## src/core/eia_pkg.sv

```systemverilog
// Constants, register map and state encoding for the interrupt recognition block.
// Assumes a single 100 MHz clock and word-aligned register offsets.
package eia_pkg;

   // -----------------------------------------------------------------
   // Register offsets (byte addresses, one word each).
   // -----------------------------------------------------------------
   localparam logic [7:0] REG_CTRL = 8'h00;
   localparam logic [7:0] REG_SRCMASK = 8'h04;
   localparam logic [7:0] REG_AVR = 8'h08;
   localparam logic [7:0] REG_VECTOR = 8'h0C;
   localparam logic [7:0] REG_STATUS = 8'h10;
   localparam logic [7:0] REG_IMASK = 8'h14;
   localparam logic [7:0] REG_STATE = 8'h18;

   // -----------------------------------------------------------------
   // Field layouts and reset values.
   // -----------------------------------------------------------------
   localparam int NUM_LVL = 7;
   localparam int LVL_W = 3;
   localparam int EV_W = 3;
   localparam int EV_ACK = 0;
   localparam int EV_AUTOVECTOR_SELECT = 1;
   localparam int EV_NMI = 2;
   localparam int AVR_BLK_BIT = 0;
   localparam logic [2:0] CORE_MASK_RST = 3'h7;
   localparam logic [6:0] SRCMASK_RST = 7'h00;
   localparam logic [6:0] AVR_AUTOVECTOR_SELECT_RST = 7'h00;
   localparam logic AVR_BLK_RST = 1'b1;
   localparam logic [2:0] NMI_LVL = 3'h7;
   localparam logic [2:0] LVL_NONE = 3'h0;

   // -----------------------------------------------------------------
   // Acknowledge cycle encoding.
   // -----------------------------------------------------------------
   localparam logic [1:0] TT_ACK = 2'h3;
   localparam logic [1:0] TT_IDLE = 2'h0;
   localparam logic [26:0] ACK_ADDR_HI = 27'h07FFFFF;
   localparam logic [1:0] ACK_ADDR_LO = 2'h0;
   localparam logic [7:0] AUTOVECTOR_SELECT_BASE = 8'h18;

   // Request handling states, Gray coded along idle, ack, done, handler.
   typedef enum logic [1:0] {
      ST_IDLE = 2'h0,
      ST_ACK = 2'h1,
      ST_DONE = 2'h3,
      ST_HNDL = 2'h2
   } eia_state_e;

endpackage

```

## src/core/eia_sync_filter.sv

```systemverilog
// Two-stage synchroniser followed by a two-sample stability filter.
// Assumes the raw input is asynchronous to mclk_in.
`timescale 1ns/10ps
module eia_sync_filter #(
   parameter int W = 1,
   parameter logic [W-1:0] RST_VAL = '1
) (
   input wire logic mclk_in,
   input wire logic sys_rst_in,
   input wire logic [W-1:0] raw_in,
   output logic [W-1:0] filt_out
);

   logic [W-1:0] s1_ff;
   logic [W-1:0] s2_ff;
   logic [W-1:0] s3_ff;
   logic [W-1:0] filt_ff;
   logic [W-1:0] nxt_filt;

   // The output follows only a value seen on two consecutive samples.
   always_comb begin
      nxt_filt = filt_ff;
      if (s2_ff == s3_ff) begin
         nxt_filt = s3_ff;
      end
   end

   // Synchroniser chain and filtered output registers.
   always_ff @(posedge mclk_in) begin
      if (sys_rst_in) begin
         s1_ff <= RST_VAL;
         s2_ff <= RST_VAL;
         s3_ff <= RST_VAL;
         filt_ff <= RST_VAL;
      end else begin
         s1_ff <= raw_in;
         s2_ff <= s1_ff;
         s3_ff <= s2_ff;
         filt_ff <= nxt_filt;
      end
   end

   assign filt_out = filt_ff;
endmodule

```

## src/core/eia_top.sv

```systemverilog
// What this block does
// - Source mask bits block levels one to six before they reach the core.
// - Core accepts only levels strictly above its three-bit priority mask, or a pending level seven edge.
// - Request lines are synchronised and must hold two samples to count.
// - All levels are level sensitive; level seven also reacts to rising edges.
// - Take on an instruction boundary; one handler instruction before the next.
// - Internal autovectored source gets its vector internally, no bus cycle.
// - External autovector skips the visible cycle unless the block bit is zero.
// - Level seven is nonmaskable; a steady level seven gives one interrupt.
// - Level seven dropping and returning after acknowledge gives a new interrupt.
// - Lowered mask with steady level seven retakes it; mask then returns to seven.
// - Acknowledge is a read with transfer type three and modifier equal to level.
// - Acknowledge address is high field, level in bits four to two, zeros below.
//
// Interrupt recognition and acknowledge sequencer with a small register file.
// Assumes request, data and acknowledge pins are asynchronous; core strobes are not.
`timescale 1ns/10ps
module eia_top (
   input wire logic mclk_in,
   input wire logic sys_rst_in,
   input wire logic [7:0] reg_addr_in,
   input wire logic [31:0] reg_wdata_in,
   input wire logic reg_wr_in,
   input wire logic reg_rd_in,
   output logic [31:0] reg_rdata_out,
   output logic irq_out,
   input wire logic [6:0] interrupt_request_lines_n_in,
   input wire logic int_req_in,
   input wire logic [2:0] int_level_in,
   input wire logic int_autovector_select_in,
   input wire logic [7:0] int_vector_in,
   input wire logic insn_boundary_in,
   output logic take_out,
   output logic [7:0] take_vector_out,
   output logic [2:0] take_level_out,
   output logic [2:0] core_mask_out,
   output logic [31:0] addr_out,
   output logic [1:0] transfer_type_field_out,
   output logic [2:0] transfer_modifier_field_out,
   output logic rw_out,
   output logic address_valid_strobe_n_out,
   input wire logic [31:0] data_in,
   input wire logic transfer_acknowledge_n_in
);

   // -----------------------------------------------------------------
   // Pin synchronisation.
   // -----------------------------------------------------------------
   logic [6:0] lines_n_filt;
   logic ta_n_filt;
   logic [7:0] vec_pin_sync;

   eia_sync_filter #(.W(7), .RST_VAL(7'h7F)) u_lines (
      .mclk_in(mclk_in),
      .sys_rst_in(sys_rst_in),
      .raw_in(interrupt_request_lines_n_in),
      .filt_out(lines_n_filt)
   );

   eia_sync_filter #(.W(1), .RST_VAL(1'b1)) u_ta (
      .mclk_in(mclk_in),
      .sys_rst_in(sys_rst_in),
      .raw_in(transfer_acknowledge_n_in),
      .filt_out(ta_n_filt)
   );

   eia_sync_filter #(.W(8), .RST_VAL(8'h00)) u_vec (
      .mclk_in(mclk_in),
      .sys_rst_in(sys_rst_in),
      .raw_in(data_in[31:24]),
      .filt_out(vec_pin_sync)
   );

   // -----------------------------------------------------------------
   // State declarations.
   // -----------------------------------------------------------------
   eia_pkg::eia_state_e state_ff, nxt_state;
   logic [2:0] core_mask_ff, nxt_core_mask;
   logic [6:0] srcmask_ff, nxt_srcmask;
   logic [6:0] avr_autovector_select_ff, nxt_avr_autovector_select;
   logic avr_blk_ff, nxt_avr_blk;
   logic [2:0] lvl_ff, nxt_lvl;
   logic [7:0] vector_ff, nxt_vector;
   logic use_autovector_select_ff, nxt_use_autovector_select;
   logic bus_cyc_ff, nxt_bus_cyc;
   logic nmi_pend_ff, nxt_nmi_pend;
   logic [2:0] raw_lvl_ff;
   logic [eia_pkg::EV_W-1:0] status_ff, nxt_status;
   logic [eia_pkg::EV_W-1:0] imask_ff, nxt_imask;
   logic [31:0] rdata_ff, nxt_rdata;
   logic [eia_pkg::EV_W-1:0] ev;
   logic [6:0] lines_act;
   logic [6:0] lines_eff;
   logic [2:0] raw_lvl;
   logic [2:0] ext_lvl;
   logic nmi_edge;
   logic ext_ok;
   logic int_ok;
   logic sel_int;
   logic [2:0] cand_lvl;
   logic cand_ok;
   logic wr_ctrl;

   // Highest active level among seven lines, zero when none.
   function automatic logic [2:0] top_level(input logic [6:0] act);
      logic [2:0] l;
      l = eia_pkg::LVL_NONE;
      for (int i = 0; i < eia_pkg::NUM_LVL; i++) begin
         if (act[i]) begin
            l = 3'(i + 1);
         end
      end
      return l;
   endfunction

   // -----------------------------------------------------------------
   // Request qualification.
   // -----------------------------------------------------------------
   // Level seven ignores its source mask bit; the others pass only if unmasked.
   always_comb begin
      lines_act = ~lines_n_filt;
      lines_eff = lines_act & ~{1'b0, srcmask_ff[5:0]};
      raw_lvl = top_level(lines_act);
      ext_lvl = top_level(lines_eff);
      nmi_edge = (raw_lvl == eia_pkg::NMI_LVL) && (raw_lvl_ff != eia_pkg::NMI_LVL);
      ext_ok = (ext_lvl > core_mask_ff) || nmi_pend_ff;
      int_ok = int_req_in && (int_level_in > core_mask_ff);
      sel_int = int_ok && (!ext_ok || (int_level_in > ext_lvl));
      cand_ok = ext_ok || int_ok;
      if (sel_int) begin
         cand_lvl = int_level_in;
      end else if (nmi_pend_ff) begin
         cand_lvl = eia_pkg::NMI_LVL;
      end else begin
         cand_lvl = ext_lvl;
      end
   end

   // -----------------------------------------------------------------
   // Acknowledge sequencer and core mask.
   // -----------------------------------------------------------------
   // Idle waits for an instruction boundary; done hands the vector to the core.
   always_comb begin
      nxt_state = state_ff;
      nxt_lvl = lvl_ff;
      nxt_vector = vector_ff;
      nxt_use_autovector_select = use_autovector_select_ff;
      nxt_bus_cyc = bus_cyc_ff;
      nxt_nmi_pend = nmi_pend_ff;
      nxt_core_mask = core_mask_ff;
      ev = '0;
      wr_ctrl = reg_wr_in && (reg_addr_in == eia_pkg::REG_CTRL);
      if (wr_ctrl) begin
         nxt_core_mask = reg_wdata_in[2:0];
      end
      case (state_ff)
         eia_pkg::ST_IDLE: begin
            if (insn_boundary_in && cand_ok) begin
               nxt_lvl = cand_lvl;
               if (sel_int) begin
                  nxt_bus_cyc = 1'b0;
                  nxt_vector = int_autovector_select_in ? (eia_pkg::AUTOVECTOR_SELECT_BASE + 8'(int_level_in)) :
                     int_vector_in;
                  nxt_state = eia_pkg::ST_DONE;
               end else begin
                  nxt_use_autovector_select = avr_autovector_select_ff[cand_lvl - 3'h1];
                  nxt_vector = eia_pkg::AUTOVECTOR_SELECT_BASE + 8'(cand_lvl);
                  if (avr_autovector_select_ff[cand_lvl - 3'h1] && avr_blk_ff) begin
                     nxt_bus_cyc = 1'b0;
                     nxt_state = eia_pkg::ST_DONE;
                  end else begin
                     nxt_bus_cyc = 1'b1;
                     nxt_state = eia_pkg::ST_ACK;
                  end
                  if (cand_lvl == eia_pkg::NMI_LVL) begin
                     nxt_nmi_pend = 1'b0;
                  end
               end
            end
         end
         eia_pkg::ST_ACK: begin
            if (!ta_n_filt) begin
               if (!use_autovector_select_ff) begin
                  nxt_vector = vec_pin_sync;
               end
               nxt_state = eia_pkg::ST_DONE;
            end
         end
         eia_pkg::ST_DONE: begin
            nxt_core_mask = lvl_ff;
            ev[eia_pkg::EV_ACK] = bus_cyc_ff;
            ev[eia_pkg::EV_AUTOVECTOR_SELECT] = !bus_cyc_ff;
            nxt_state = eia_pkg::ST_HNDL;
         end
         eia_pkg::ST_HNDL: begin
            if (insn_boundary_in) begin
               nxt_state = eia_pkg::ST_IDLE;
            end
         end
         default: begin
            nxt_state = eia_pkg::ST_IDLE;
         end
      endcase
      // A fresh edge wins over the clear at acknowledge start.
      if (nmi_edge) begin
         nxt_nmi_pend = 1'b1;
         ev[eia_pkg::EV_NMI] = 1'b1;
      end
   end

   // Sequencer registers.
   always_ff @(posedge mclk_in) begin
      if (sys_rst_in) begin
         state_ff <= eia_pkg::ST_IDLE;
         lvl_ff <= eia_pkg::LVL_NONE;
         vector_ff <= '0;
         use_autovector_select_ff <= 1'b0;
         bus_cyc_ff <= 1'b0;
         nmi_pend_ff <= 1'b0;
         raw_lvl_ff <= eia_pkg::LVL_NONE;
         core_mask_ff <= eia_pkg::CORE_MASK_RST;
      end else begin
         state_ff <= nxt_state;
         lvl_ff <= nxt_lvl;
         vector_ff <= nxt_vector;
         use_autovector_select_ff <= nxt_use_autovector_select;
         bus_cyc_ff <= nxt_bus_cyc;
         nmi_pend_ff <= nxt_nmi_pend;
         raw_lvl_ff <= raw_lvl;
         core_mask_ff <= nxt_core_mask;
      end
   end

   // Acknowledge bus drive, idle values outside the cycle.
   always_comb begin
      if (state_ff == eia_pkg::ST_ACK) begin
         addr_out = {eia_pkg::ACK_ADDR_HI, lvl_ff, eia_pkg::ACK_ADDR_LO};
         transfer_type_field_out = eia_pkg::TT_ACK;
         transfer_modifier_field_out = lvl_ff;
         address_valid_strobe_n_out = 1'b0;
      end else begin
         addr_out = '0;
         transfer_type_field_out = eia_pkg::TT_IDLE;
         transfer_modifier_field_out = eia_pkg::LVL_NONE;
         address_valid_strobe_n_out = 1'b1;
      end
   end

   assign rw_out = 1'b1;
   assign take_out = (state_ff == eia_pkg::ST_DONE);
   assign take_vector_out = vector_ff;
   assign take_level_out = lvl_ff;
   assign core_mask_out = core_mask_ff;

   // -----------------------------------------------------------------
   // Register file and event interrupt.
   // -----------------------------------------------------------------
   // Writes update configuration; status clears by ones with set winning.
   always_comb begin
      nxt_srcmask = srcmask_ff;
      nxt_avr_autovector_select = avr_autovector_select_ff;
      nxt_avr_blk = avr_blk_ff;
      nxt_imask = imask_ff;
      nxt_status = status_ff;
      nxt_rdata = '0;
      if (reg_wr_in) begin
         case (reg_addr_in)
            eia_pkg::REG_SRCMASK: nxt_srcmask = reg_wdata_in[7:1];
            eia_pkg::REG_AVR: begin
               nxt_avr_autovector_select = reg_wdata_in[7:1];
               nxt_avr_blk = reg_wdata_in[eia_pkg::AVR_BLK_BIT];
            end
            eia_pkg::REG_STATUS: nxt_status = status_ff & ~reg_wdata_in[eia_pkg::EV_W-1:0];
            eia_pkg::REG_IMASK: nxt_imask = reg_wdata_in[eia_pkg::EV_W-1:0];
            default: nxt_imask = imask_ff;
         endcase
      end
      nxt_status = nxt_status | ev;
      if (reg_rd_in) begin
         case (reg_addr_in)
            eia_pkg::REG_CTRL: nxt_rdata = {29'h0, core_mask_ff};
            eia_pkg::REG_SRCMASK: nxt_rdata = {24'h0, srcmask_ff, 1'b0};
            eia_pkg::REG_AVR: nxt_rdata = {24'h0, avr_autovector_select_ff, avr_blk_ff};
            eia_pkg::REG_VECTOR: nxt_rdata = {21'h0, lvl_ff, vector_ff};
            eia_pkg::REG_STATUS: nxt_rdata = {29'h0, status_ff};
            eia_pkg::REG_IMASK: nxt_rdata = {29'h0, imask_ff};
            eia_pkg::REG_STATE: nxt_rdata = {25'h0, nmi_pend_ff, state_ff, 1'b0, lines_act[2:0]};
            default: nxt_rdata = '0;
         endcase
      end
   end

   // Register file storage.
   always_ff @(posedge mclk_in) begin
      if (sys_rst_in) begin
         srcmask_ff <= eia_pkg::SRCMASK_RST;
         avr_autovector_select_ff <= eia_pkg::AVR_AUTOVECTOR_SELECT_RST;
         avr_blk_ff <= eia_pkg::AVR_BLK_RST;
         imask_ff <= '0;
         status_ff <= '0;
         rdata_ff <= '0;
      end else begin
         srcmask_ff <= nxt_srcmask;
         avr_autovector_select_ff <= nxt_avr_autovector_select;
         avr_blk_ff <= nxt_avr_blk;
         imask_ff <= nxt_imask;
         status_ff <= nxt_status;
         rdata_ff <= nxt_rdata;
      end
   end

   assign reg_rdata_out = rdata_ff;
   assign irq_out = |(status_ff & imask_ff);
endmodule

```

## config.mk

```make
export PLATFORM = sky130hd
export DESIGN_NAME = eia_top
export DESIGN_NICKNAME = d
export VERILOG_FILES = /design/src/core/eia_pkg.sv /design/src/core/eia_sync_filter.sv /design/src/core/eia_top.sv
export SDC_FILE = /design/constraint.sdc
export NUM_CORES = 1
export LEC_CHECK = 0
export BUFFER_PORTS_ARGS = -buffer_cell sky130_fd_sc_hd__clkbuf_2
export CAP_MARGIN = 20
export CORE_MARGIN = 2
export CORE_UTILIZATION = 30
export CTS_BUF_LIST = sky130_fd_sc_hd__clkbuf_4 sky130_fd_sc_hd__clkbuf_8
export CTS_CLUSTER_SIZE = 10
export DETAILED_ROUTE_END_ITERATION = 8
export SYNTH_ARGS = -nofsm -noshare
export SYNTH_HDL_FRONTEND = slang
export SYNTH_SLANG_ARGS = --single-unit
```

## constraint.sdc

```tcl
create_clock -name mclk_in -period 4.75 [get_ports mclk_in]
set_clock_uncertainty 0.1 [all_clocks]
set_input_delay 0.2375 -clock mclk_in [delete_from_list [all_inputs] [get_ports mclk_in]]
set_output_delay 0.2375 -clock mclk_in [all_outputs]
set_load 0.1 [all_outputs]
```

==> impl_metrics.env, run 1 <==
export IMPL_cts_tree="built"
export IMPL_grt_pass1_vias=3859
export IMPL_hold_slack_ns=0.0339
export IMPL_reg2reg_to="state_ff[1]"
export IMPL_io_pins=185
export IMPL_grtUsageTotal=0.142
export IMPL_worstReg2RegStart="u_lines.filt_out[1]"
export IMPL_max_freq_ghz=0.227
export IMPL_synth_area_leaders="dfxtp_1, buf_4, nor2_1, a21oi_1, nor2b_1"
export IMPL_rsz0062_at_grt="false"
export IMPL_coreArea_um2=17400
export IMPL_die_w_um=138
export IMPL_end_kind="flop"
export IMPL_layout_commonest_cell="dfxtp_1"
export IMPL_hold_viol_final=0
export IMPL_yosys_most_used_dff="dfxtp_1"
export IMPL_h_tree_depth=4
export IMPL_final_util=0.371
export IMPL_row_count=48
export IMPL_syn_area_um2=5380
export IMPL_leakage_nw=2.82
export IMPL_synth_area_per_cell_um2=8.92
export IMPL_required_ns=5.00
export IMPL_worstMarginPinSlew_ns=1.01
export IMPL_gp_congestion=0.852
export IMPL_area_growth_pct=20.0
export IMPL_wire_per_inst_um=13.9
export IMPL_die_h_um=138
export IMPL_ys_seq_area_frac=0.439
export IMPL_floorplan_initialDensity=0.309
export IMPL_clock_latency_ns=0.44
export IMPL_worstSetupStartpoint="u_lines.filt_out[1]"
export IMPL_maxSlewHeadroom=0.324
export IMPL_vias_per_cell=4.60
export IMPL_post_cts_setup_buffer_count=0
export IMPL_clk_pin_slew_ns=0.08
export IMPL_placed_area_um2=5820
export IMPL_synth_top_area_cell="dfxtp_1"
export IMPL_postRouteAntennaNets=0
export IMPL_hp_class="input pin to flop"
export IMPL_synth_cell_types=62
export IMPL_async_reset_ff_frac=0
export IMPL_drt_total_wl_mm=13.1
export IMPL_worstRegToRegCells=16
export IMPL_crit_fanout=6
export IMPL_gr_total_overflow=0
export IMPL_nFillCells=1842
export IMPL_cts_buffers=17
export IMPL_mostFrequentLayoutCells="dfxtp_1, clkbuf_2, nor2_1"
export IMPL_worstSetupPathType="flop to flop"
export IMPL_cts_sinks=118
export IMPL_finalSetupTns_ns=0
export IMPL_firstDrtPassIters=4
export IMPL_ys_warn_count=0
export IMPL_fin_area_um2=6460
export IMPL_peakVddDrop_mv=0.230
export IMPL_antenna_found_initial=0
export IMPL_synth_edf_count=0
export IMPL_setup_violations_final=0
export IMPL_post_dp_hpwl_mm=9.50
export IMPL_clk_path_buf_depth=2
export IMPL_power_density_nw_per_um2=422
export IMPL_start_kind="flop"
export IMPL_synth_cells=603
export IMPL_grt_max_degree=102
export IMPL_via_count=4338
export IMPL_cap_violations=0
export IMPL_nets=812
export IMPL_grt_pass1_wl_mm=20.4
export IMPL_antenna_cells=0
export IMPL_crit_path_end="state_ff[1]"
export IMPL_dieArea_um2=19000
export IMPL_portBuffers=108
export IMPL_outcome="finished clean"
export IMPL_final_layout_size_suffix_gt1_frac=0.258
export IMPL_final_period_utilization=0.927
export IMPL_synth_top_area_share=0.439
export IMPL_r2r_slack_ns=0.35
export IMPL_fin_crit_ns=4.40
export IMPL_arrival_ns=4.65
export IMPL_cts_root_buf="clkbuf_8"
export IMPL_slew_violations=0
export IMPL_synth_seq_cells=118
export IMPL_drtIter0Drc=309
export IMPL_drc_errors=0
==> what timing repair did <==
action                                  CTS  global route
hold buffers                             25             0
endpoints found under the setup margin    0             1
hold endpoints to repair                 28             0
gates resized for setup                   0             1
==> worst min path at each step <==
stage / cells past startpoint / start / to
finish: 2 / sys_rst_in / u_ta.s1_ff
global route: 3 / reg_wdata_in[1] / avr_autovector_select_ff[0]
CTS: 3 / reg_wdata_in[1] / avr_autovector_select_ff[0]
detailed placement: 1 / u_lines.s1_ff[5] / u_lines.s2_ff[5]
global placement: 1 / u_lines.s1_ff[5] / u_lines.s2_ff[5]
floorplan: 1 / interrupt_request_lines_n_in[0] / u_lines.s1_ff[0]
==> registers in the layout, summed over array words and instances (netlist names), 2 cells and up <==
signal,flops
raw_lvl_ff,3
imask_ff,3
u_lines.filt_out,7
core_mask_out,3
u_lines.s2_ff,7
take_vector_out,8
status_ff,3
srcmask_ff,7
u_lines.s1_ff,7
take_level_out,3
u_lines.s3_ff,7
reg_rdata_out,11
avr_autovector_select_ff,7
u_vec.filt_out,8
u_vec.s2_ff,8
u_vec.s1_ff,8
u_vec.s3_ff,8
state_ff,2
==> per-stage QoR <==
| stage | setup WS, ns | power, mW | instances |
|---|---|---|---|
| floorplan | 0.0436 | 1.78 | 629 |
| global placement | 0.329 | 1.86 | 886 |
| detailed placement | 0.270 | 1.86 | 886 |
| CTS | 0.248 | 2.75 | 942 |
| global route | 0.0307 | 2.85 | 943 |
| finish | 0.348 | 2.72 | 943 |
==> layer usage <==
| metal | vias to the layer above | track usage | part of all wire |
|---|---|---|---|
| li1 | 2218 | - | - |
| met1 | 2000 | 0.200 | 0.48 |
| met2 | 105 | 0.207 | 0.44 |
| met3 | 15 | 0.0428 | 0.064 |
| met4 | 0 | 0.0471 | 0.013 |
| met5 | - | 0 | 0 |
==> layout make-up <==
cell class,instances,area [um2],share of cell area
clock buffers,18,248,0.0384
flip-flops and latches,118,2360,0.366
repair buffers,138,828,0.128
inverters,21,78.8,0.0122
clock inverters,13,125,0.0194
multi-input cells,410,2530,0.392
well taps,225,282,0.0436
==> critical path: stages, from the launching register on <==
cell       delay (ns)
dfxtp_1          0.44
nor2_1           0.07
o32a_1           0.28
o22a_1           0.17
o21ai_2          0.20
ha_1             0.31
or3b_1           0.38
a221oi_2         0.22
or2_1            0.17
or2_1            0.18
o211a_1          0.24
nor2_2           0.10
ha_1             0.37
or4b_1           0.53
o211ai_1         0.11
mux2i_2          0.14
a2111oi_2        0.29
==> cell families (layout without fill, tap and decap cells) <==
| logic type | count (synthesis) | after routing | synth area share |
|---|---|---|---|
| xor+xnor | 16 | 16 | 0.0274 |
| flops | 118 | 118 | 0.439 |
| compound gates | 124 | 124 | 0.167 |
| simple gates | 216 | 216 | 0.200 |
| buf+inv | 101 | 190 | 0.109 |
| other cells | 2 | 28 | 0.00140 |
| mux | 18 | 18 | 0.0367 |
| fa+ha+maj | 8 | 8 | 0.0186 |
==> synth_stat cells, types with 4 or more instances <==
cell,n
a222oi_1,5
o21ai_0,6
a21oi_1,39
and3_1,5
a211o_1,10
ha_1,8
inv_1,21
nand2b_1,6
a31oi_1,5
nand3_1,26
a22oi_1,14
mux2i_1,15
buf_4,55
nor2_1,54
xor2_1,12
and2_1,8
o221ai_1,4
clkbuf_1,24
or2_2,26
nor3_1,7
nor2b_1,26
dfxtp_1,118
nand2_1,43
a211oi_1,10
==> report_power, final <==
group	switching, mW	internal (mW)
clock	0.437	0.430
combinational	0.580	0.195
sequential	0.0469	1.03
(Power assumes the default switching activity.)
==> inputs of run 2 (changes only) <==
--- a/config.mk
+++ b/config.mk
@@ -6,12 +6,12 @@
 export NUM_CORES = 1
 export LEC_CHECK = 0
 export BUFFER_PORTS_ARGS = -buffer_cell sky130_fd_sc_hd__clkbuf_2
-export CAP_MARGIN = 20
 export CORE_MARGIN = 2
 export CORE_UTILIZATION = 30
 export CTS_BUF_LIST = sky130_fd_sc_hd__clkbuf_4 sky130_fd_sc_hd__clkbuf_8
 export CTS_CLUSTER_SIZE = 10
 export DETAILED_ROUTE_END_ITERATION = 8
+export REMOVE_ABC_BUFFERS = 1
 export SYNTH_ARGS = -nofsm -noshare
 export SYNTH_HDL_FRONTEND = slang
 export SYNTH_SLANG_ARGS = --single-unit
==> run 2 against run 1 <==
Compared with the run above: final area is 0.37% higher; critical path depth stayed put; global-route usage up 0.061 points; routed wire length up 1.5%; first-iteration DRC count increased by 14%; die area unchanged; sequential power hardly changed; total power increased by 2.3%; cell count up 0.11%; sequential share of layout area decreased by 0.13 points; core utilization increased by 0.14 points; critical path type unchanged; maximum frequency shrank 0.81%.
==> impl_metrics.env, run 2 (same netlist as run 1, synthesis figures left out) <==
export IMPL_grt_pass1_wl_mm=20.6
export IMPL_coreArea_um2=17400
export IMPL_row_count=48
export IMPL_via_count=4448
export IMPL_grt_pass1_vias=3976
export IMPL_io_pins=185
export IMPL_required_ns=4.99
export IMPL_grt_max_degree=71
export IMPL_max_freq_ghz=0.225
export IMPL_clk_pin_slew_ns=0.07
export IMPL_worstRegToRegCells=16
export IMPL_worst_path_buf_inv=0
export IMPL_cts_root_buf="clkbuf_8"
export IMPL_postRouteAntennaNets=0
export IMPL_post_dp_hpwl_mm=9.47
export IMPL_drc_errors=0
export IMPL_final_util=0.372
export IMPL_final_period_utilization=0.934
export IMPL_hold_viol_final=0
export IMPL_die_w_um=138
export IMPL_end_kind="flop"
export IMPL_vias_per_cell=4.71
export IMPL_crit_fanout=6
export IMPL_worstMarginPinSlew_ns=1.03
export IMPL_hp_class="input pin to flop"
export IMPL_clk_path_buf_depth=2
export IMPL_clock_latency_ns=0.44
export IMPL_critical_path_cell_count=16
export IMPL_maxSlewHeadroom=0.313
export IMPL_grt_util_met3=0.0461
export IMPL_hold_depth=3
export IMPL_peakVddDrop_mv=0.326
export IMPL_gp_congestion=0.843
export IMPL_power_mw=2.79
export IMPL_drt_total_wl_mm=13.3
export IMPL_post_cts_setup_buffer_count=0
export IMPL_final_layout_size_suffix_gt1_frac=0.258
export IMPL_slew_violations=0
export IMPL_layout_setup_ws_ns=0.312
export IMPL_pre_cts_slack_ns=0.321
export IMPL_wire_per_inst_um=14.1
export IMPL_area_growth_pct=20.5
export IMPL_arrival_ns=4.68
export IMPL_nFillCells=1799
export IMPL_die_h_um=138
export IMPL_cp_top_family="compound AO/OA/AOI/OAI gates"
export IMPL_fin_crit_ns=4.44
export IMPL_dieArea_um2=19000
export IMPL_hold_slack_ns=0.0438
export IMPL_layout_commonest_cell="dfxtp_1"
export IMPL_mostFrequentLayoutCells="dfxtp_1, clkbuf_2, nor2_1"
export IMPL_h_tree_depth=4
export IMPL_power_density_nw_per_um2=430
export IMPL_rsz0062_at_grt="false"
export IMPL_max_stage_delay_ns=0.53
export IMPL_portBuffers=108
export IMPL_cts_tree="built"
export IMPL_drtIter0Drc=353
export IMPL_grtUsageTotal=0.143
export IMPL_antenna_found_initial=1
export IMPL_floorplan_initialDensity=0.309
export IMPL_cts_resized=0
export IMPL_gr_total_overflow=0
export IMPL_busiest_layer="met2"
export IMPL_final_cells=944
export IMPL_leakage_nw=2.83
export IMPL_slowest_stage="or4b_1"
export IMPL_use_met2=0.209
export IMPL_cap_violations=0
export IMPL_firstDrtPassIters=5
export IMPL_start_kind="flop"
export IMPL_worstSetupPathType="flop to flop"
export IMPL_worstPathCellList="nor2_1 -> o32a_1 -> o22a_1 -> o21ai_1 -> ha_1 -> or3b_1 -> a221oi_2 -> or2_1 -> or2_1 -> o211a_1 -> nor2_2 -> ha_1 -> or4b_1 -> o211ai_1 -> mux2i_2 -> a2111oi_2"
export IMPL_use_met1=0.193
export IMPL_outcome="finished clean"
export IMPL_nets=812
export IMPL_dpl_cell_count=888
export IMPL_cts_sinks=118
export IMPL_cts_buffers=17
export IMPL_setup_violations_final=0
export IMPL_largest_register_ffs=11
[run 2: final timing paths]
kind | startpoint | to | slack, ns
worst max-delay path | u_lines.filt_out[1] | state_ff[1] | 0.31
worst min-delay path | insn_boundary_in | state_ff[0] | 0.04
worst max register to register | u_lines.filt_out[1] | state_ff[1] | 0.31
worst min register to register | u_lines.s1_ff[1] | u_lines.s2_ff[1] | 0.31
[run 2: area by class of cell]
| class | instances | area [um2] | area share |
|---|---|---|---|
| multi-input combinational | 410 | 2530 | 0.390 |
| sequential | 118 | 2360 | 0.364 |
| timing repair buffer | 138 | 826 | 0.127 |
| tap | 225 | 282 | 0.0434 |
| clock buffer | 18 | 241 | 0.0373 |
| clock inverter | 13 | 159 | 0.0245 |
| inverter | 21 | 78.8 | 0.0122 |
| antenna | 1 | 2.50 | 0.000386 |
[run 2: through the flow]
step	TNS, ns	instance area [um2]
floorplan	-456.54	4970
global placement	0	5840
CTS	0	6480
global route	0	6480
detailed placement	0	5840
finish	0	6480
[run 2: worst reg2reg max path, cell delays in order, from the launching register on]
cell       delay, ns
dfxtp_1         0.44
nor2_1          0.08
o32a_1          0.28
o22a_1          0.16
o21ai_1         0.24
ha_1            0.33
or3b_1          0.38
a221oi_2        0.23
or2_1           0.18
or2_1           0.17
o211a_1         0.23
nor2_2          0.09
ha_1            0.37
or4b_1          0.53
o211ai_1        0.11
mux2i_2         0.14
a2111oi_2       0.29
[run 2: where the power goes]
part / internal [mW] / switching, mW / total (mW)
Combinational: 0.192 / 0.578 / 0.771
Clock: 0.518 / 0.414 / 0.932
Sequential: 1.03 / 0.0482 / 1.08
Total: 1.75 / 1.04 / 2.79
[run 2: timing repair]
item / CTS / global route
setup endpoints to repair: 0 / 0
hold buffers: 24 / 0
endpoints found under the hold margin: 33 / 0
[run 2: per-layer routing]
metal / part of all wire / vias to the layer above
met3: 0.086 / 21
met4: 0.019 / 2
met1: 0.47 / 2034
li1: - / 2216
met2: 0.42 / 175
met5: 0.00060 / -
==> inputs of run 3 (changes only) <==
--- a/config.mk
+++ b/config.mk
@@ -6,11 +6,14 @@
 export NUM_CORES = 1
 export LEC_CHECK = 0
 export BUFFER_PORTS_ARGS = -buffer_cell sky130_fd_sc_hd__clkbuf_2
+export CELL_PAD_IN_SITES_DETAIL_PLACEMENT = 0
+export CELL_PAD_IN_SITES_GLOBAL_PLACEMENT = 1
 export CORE_MARGIN = 2
 export CORE_UTILIZATION = 30
 export CTS_BUF_LIST = sky130_fd_sc_hd__clkbuf_4 sky130_fd_sc_hd__clkbuf_8
 export CTS_CLUSTER_SIZE = 10
 export DETAILED_ROUTE_END_ITERATION = 8
+export PLACE_DENSITY = 0.64
 export REMOVE_ABC_BUFFERS = 1
 export SYNTH_ARGS = -nofsm -noshare
 export SYNTH_HDL_FRONTEND = slang
==> run 3 against run 2 <==
Compared with the run above: routed wire length increased by 0.50%; die area did not move; via count down 1.2%; highest routed layer is now met4.
==> impl_metrics.env, run 3 (same netlist as run 1, synthesis figures left out) <==
export IMPL_worstMarginPinSlew_ns=1.12
export IMPL_area_growth_pct=20.3
export IMPL_leakage_nw=2.83
export IMPL_die_w_um=138
export IMPL_power_density_nw_per_um2=422
export IMPL_max_stage_delay_ns=0.54
export IMPL_die_h_um=138
export IMPL_final_util=0.372
export IMPL_io_pins=185
export IMPL_drt_total_wl_mm=13.4
export IMPL_worstSetupStartpoint="srcmask_ff[1]"
export IMPL_placed_area_um2=5840
export IMPL_row_count=48
export IMPL_worstPathCellList="nor2_1 -> o32a_1 -> o22a_1 -> o21ai_2 -> inv_1 -> ha_1 -> o21ai_1 -> and2_1 -> nand3_1 -> a211o_1 -> a211o_1 -> and2_1 -> ha_1 -> or4b_1 -> o211ai_1 -> mux2i_2 -> buf_4 -> o21a_1"
export IMPL_cts_sinks=118
export IMPL_finalSetupTns_ns=0
export IMPL_gp_congestion=0.824
export IMPL_worstRegToRegCells=18
export IMPL_h_tree_depth=4
export IMPL_cts_tree="built"
export IMPL_dpl_cell_count=888
export IMPL_cp_top_family="compound AO/OA/AOI/OAI gates"
export IMPL_layout_commonest_cell="dfxtp_1"
export IMPL_cts_buffers=17
export IMPL_start_kind="flop"
export IMPL_coreArea_um2=17400
export IMPL_largest_register_ffs=11
export IMPL_grt_max_degree=62
export IMPL_maxSlewHeadroom=0.253
export IMPL_hold_slack_ns=0.0581
export IMPL_rsz0062_at_grt="false"
export IMPL_post_dp_hpwl_mm=9.79
export IMPL_required_ns=4.99
export IMPL_end_kind="flop"
export IMPL_pre_cts_slack_ns=0.176
export IMPL_slew_violations=0
export IMPL_final_cells=945
export IMPL_antenna_found_initial=0
export IMPL_postRouteAntennaNets=0
export IMPL_clk_path_buf_depth=2
export IMPL_grtUsageTotal=0.144
export IMPL_setup_violations_final=0
export IMPL_hp_class="input pin to flop"
export IMPL_power_mw=2.73
export IMPL_antenna_cells=0
export IMPL_portBuffers=108
export IMPL_nets=814
export IMPL_hold_viol_final=0
export IMPL_critical_path_cell_count=18
export IMPL_reg2reg_to="bus_cyc_ff"
export IMPL_fin_area_um2=6470
export IMPL_worstSetupPathType="flop to flop"
export IMPL_cts_root_buf="clkbuf_8"
export IMPL_via_count=4395
export IMPL_dieArea_um2=19000
export IMPL_outcome="finished clean"
export IMPL_final_layout_size_suffix_gt1_frac=0.263
export IMPL_grt_pass1_vias=3975
export IMPL_gr_total_overflow=0
export IMPL_slowest_stage="or4b_1"
export IMPL_worst_path_buf_inv=2
export IMPL_cap_violations=0
export IMPL_drc_errors=0
export IMPL_r2r_slack_ns=0.30
export IMPL_drtIter0Drc=231
export IMPL_firstDrtPassIters=6
export IMPL_arrival_ns=4.69
export IMPL_crit_path_end="bus_cyc_ff"
export IMPL_crit_fanout=5
export IMPL_max_freq_ghz=0.225
export IMPL_peakVddDrop_mv=0.185
export IMPL_fin_crit_ns=4.45
export IMPL_clk_pin_slew_ns=0.08
export IMPL_worstReg2RegStart="srcmask_ff[1]"
export IMPL_clock_latency_ns=0.44
export IMPL_wire_per_inst_um=14.2
export IMPL_grt_pass1_wl_mm=20.8
export IMPL_final_period_utilization=0.937
export IMPL_floorplan_initialDensity=0.309
export IMPL_mostFrequentLayoutCells="dfxtp_1, clkbuf_2, nor2_1"
export IMPL_layout_setup_ws_ns=0.299
export IMPL_vias_per_cell=4.65
==> run 3: timing repair <==
item	in CTS	in global routing
hold buffers	24	0
endpoints found under the setup margin	0	3
buffers inserted	0	2
endpoints found under the hold margin	31	0
resized for setup	0	3
==> run 3: area by class of cell <==
cell class,instances,area (um2)
sequential,118,2360
inverter,21,78.8
clock buffer,18,248
clock inverter,13,128
fill,1828,10900
multi-input combinational,410,2530
timing repair buffer,140,841
tap,225,282
==> run 3: metal layers <==
layer | part of all wire | vias to the layer above | track usage
met5 | 0 | - | 0
met2 | 0.47 | 161 | 0.231
met4 | 0.024 | 0 | 0.0641
met1 | 0.45 | 1997 | 0.183
li1 | - | 2219 | -
met3 | 0.058 | 18 | 0.0369
==> run 3: worst min-delay path, stage by stage <==
cell and delay [ns]:
clkbuf_2 0.09, o221ai_1 0.14, a21oi_1 0.08
==> run 3: worst min path at each step <==
stage / startpoint / end / slack, ns / depth (start not counted)
global route: int_vector_in[3] / take_vector_out[3] / 0.05 / 3
detailed placement: u_lines.s1_ff[4] / u_lines.s2_ff[4] / 0.29 / 1
CTS: int_vector_in[3] / take_vector_out[3] / 0.02 / 3
floorplan: sys_rst_in / avr_autovector_select_ff[0] / 0.21 / 1
finish: int_vector_in[3] / take_vector_out[3] / 0.06 / 3
global placement: u_lines.s1_ff[4] / u_lines.s2_ff[4] / 0.29 / 1
==> run 3: where the power goes <==
| group | switching, mW | internal [mW] | leakage (nW) |
|---|---|---|---|
| registers | 0.0465 | 1.03 | 0.964 |
| clock network | 0.437 | 0.430 | 0.182 |
| logic | 0.582 | 0.202 | 1.68 |
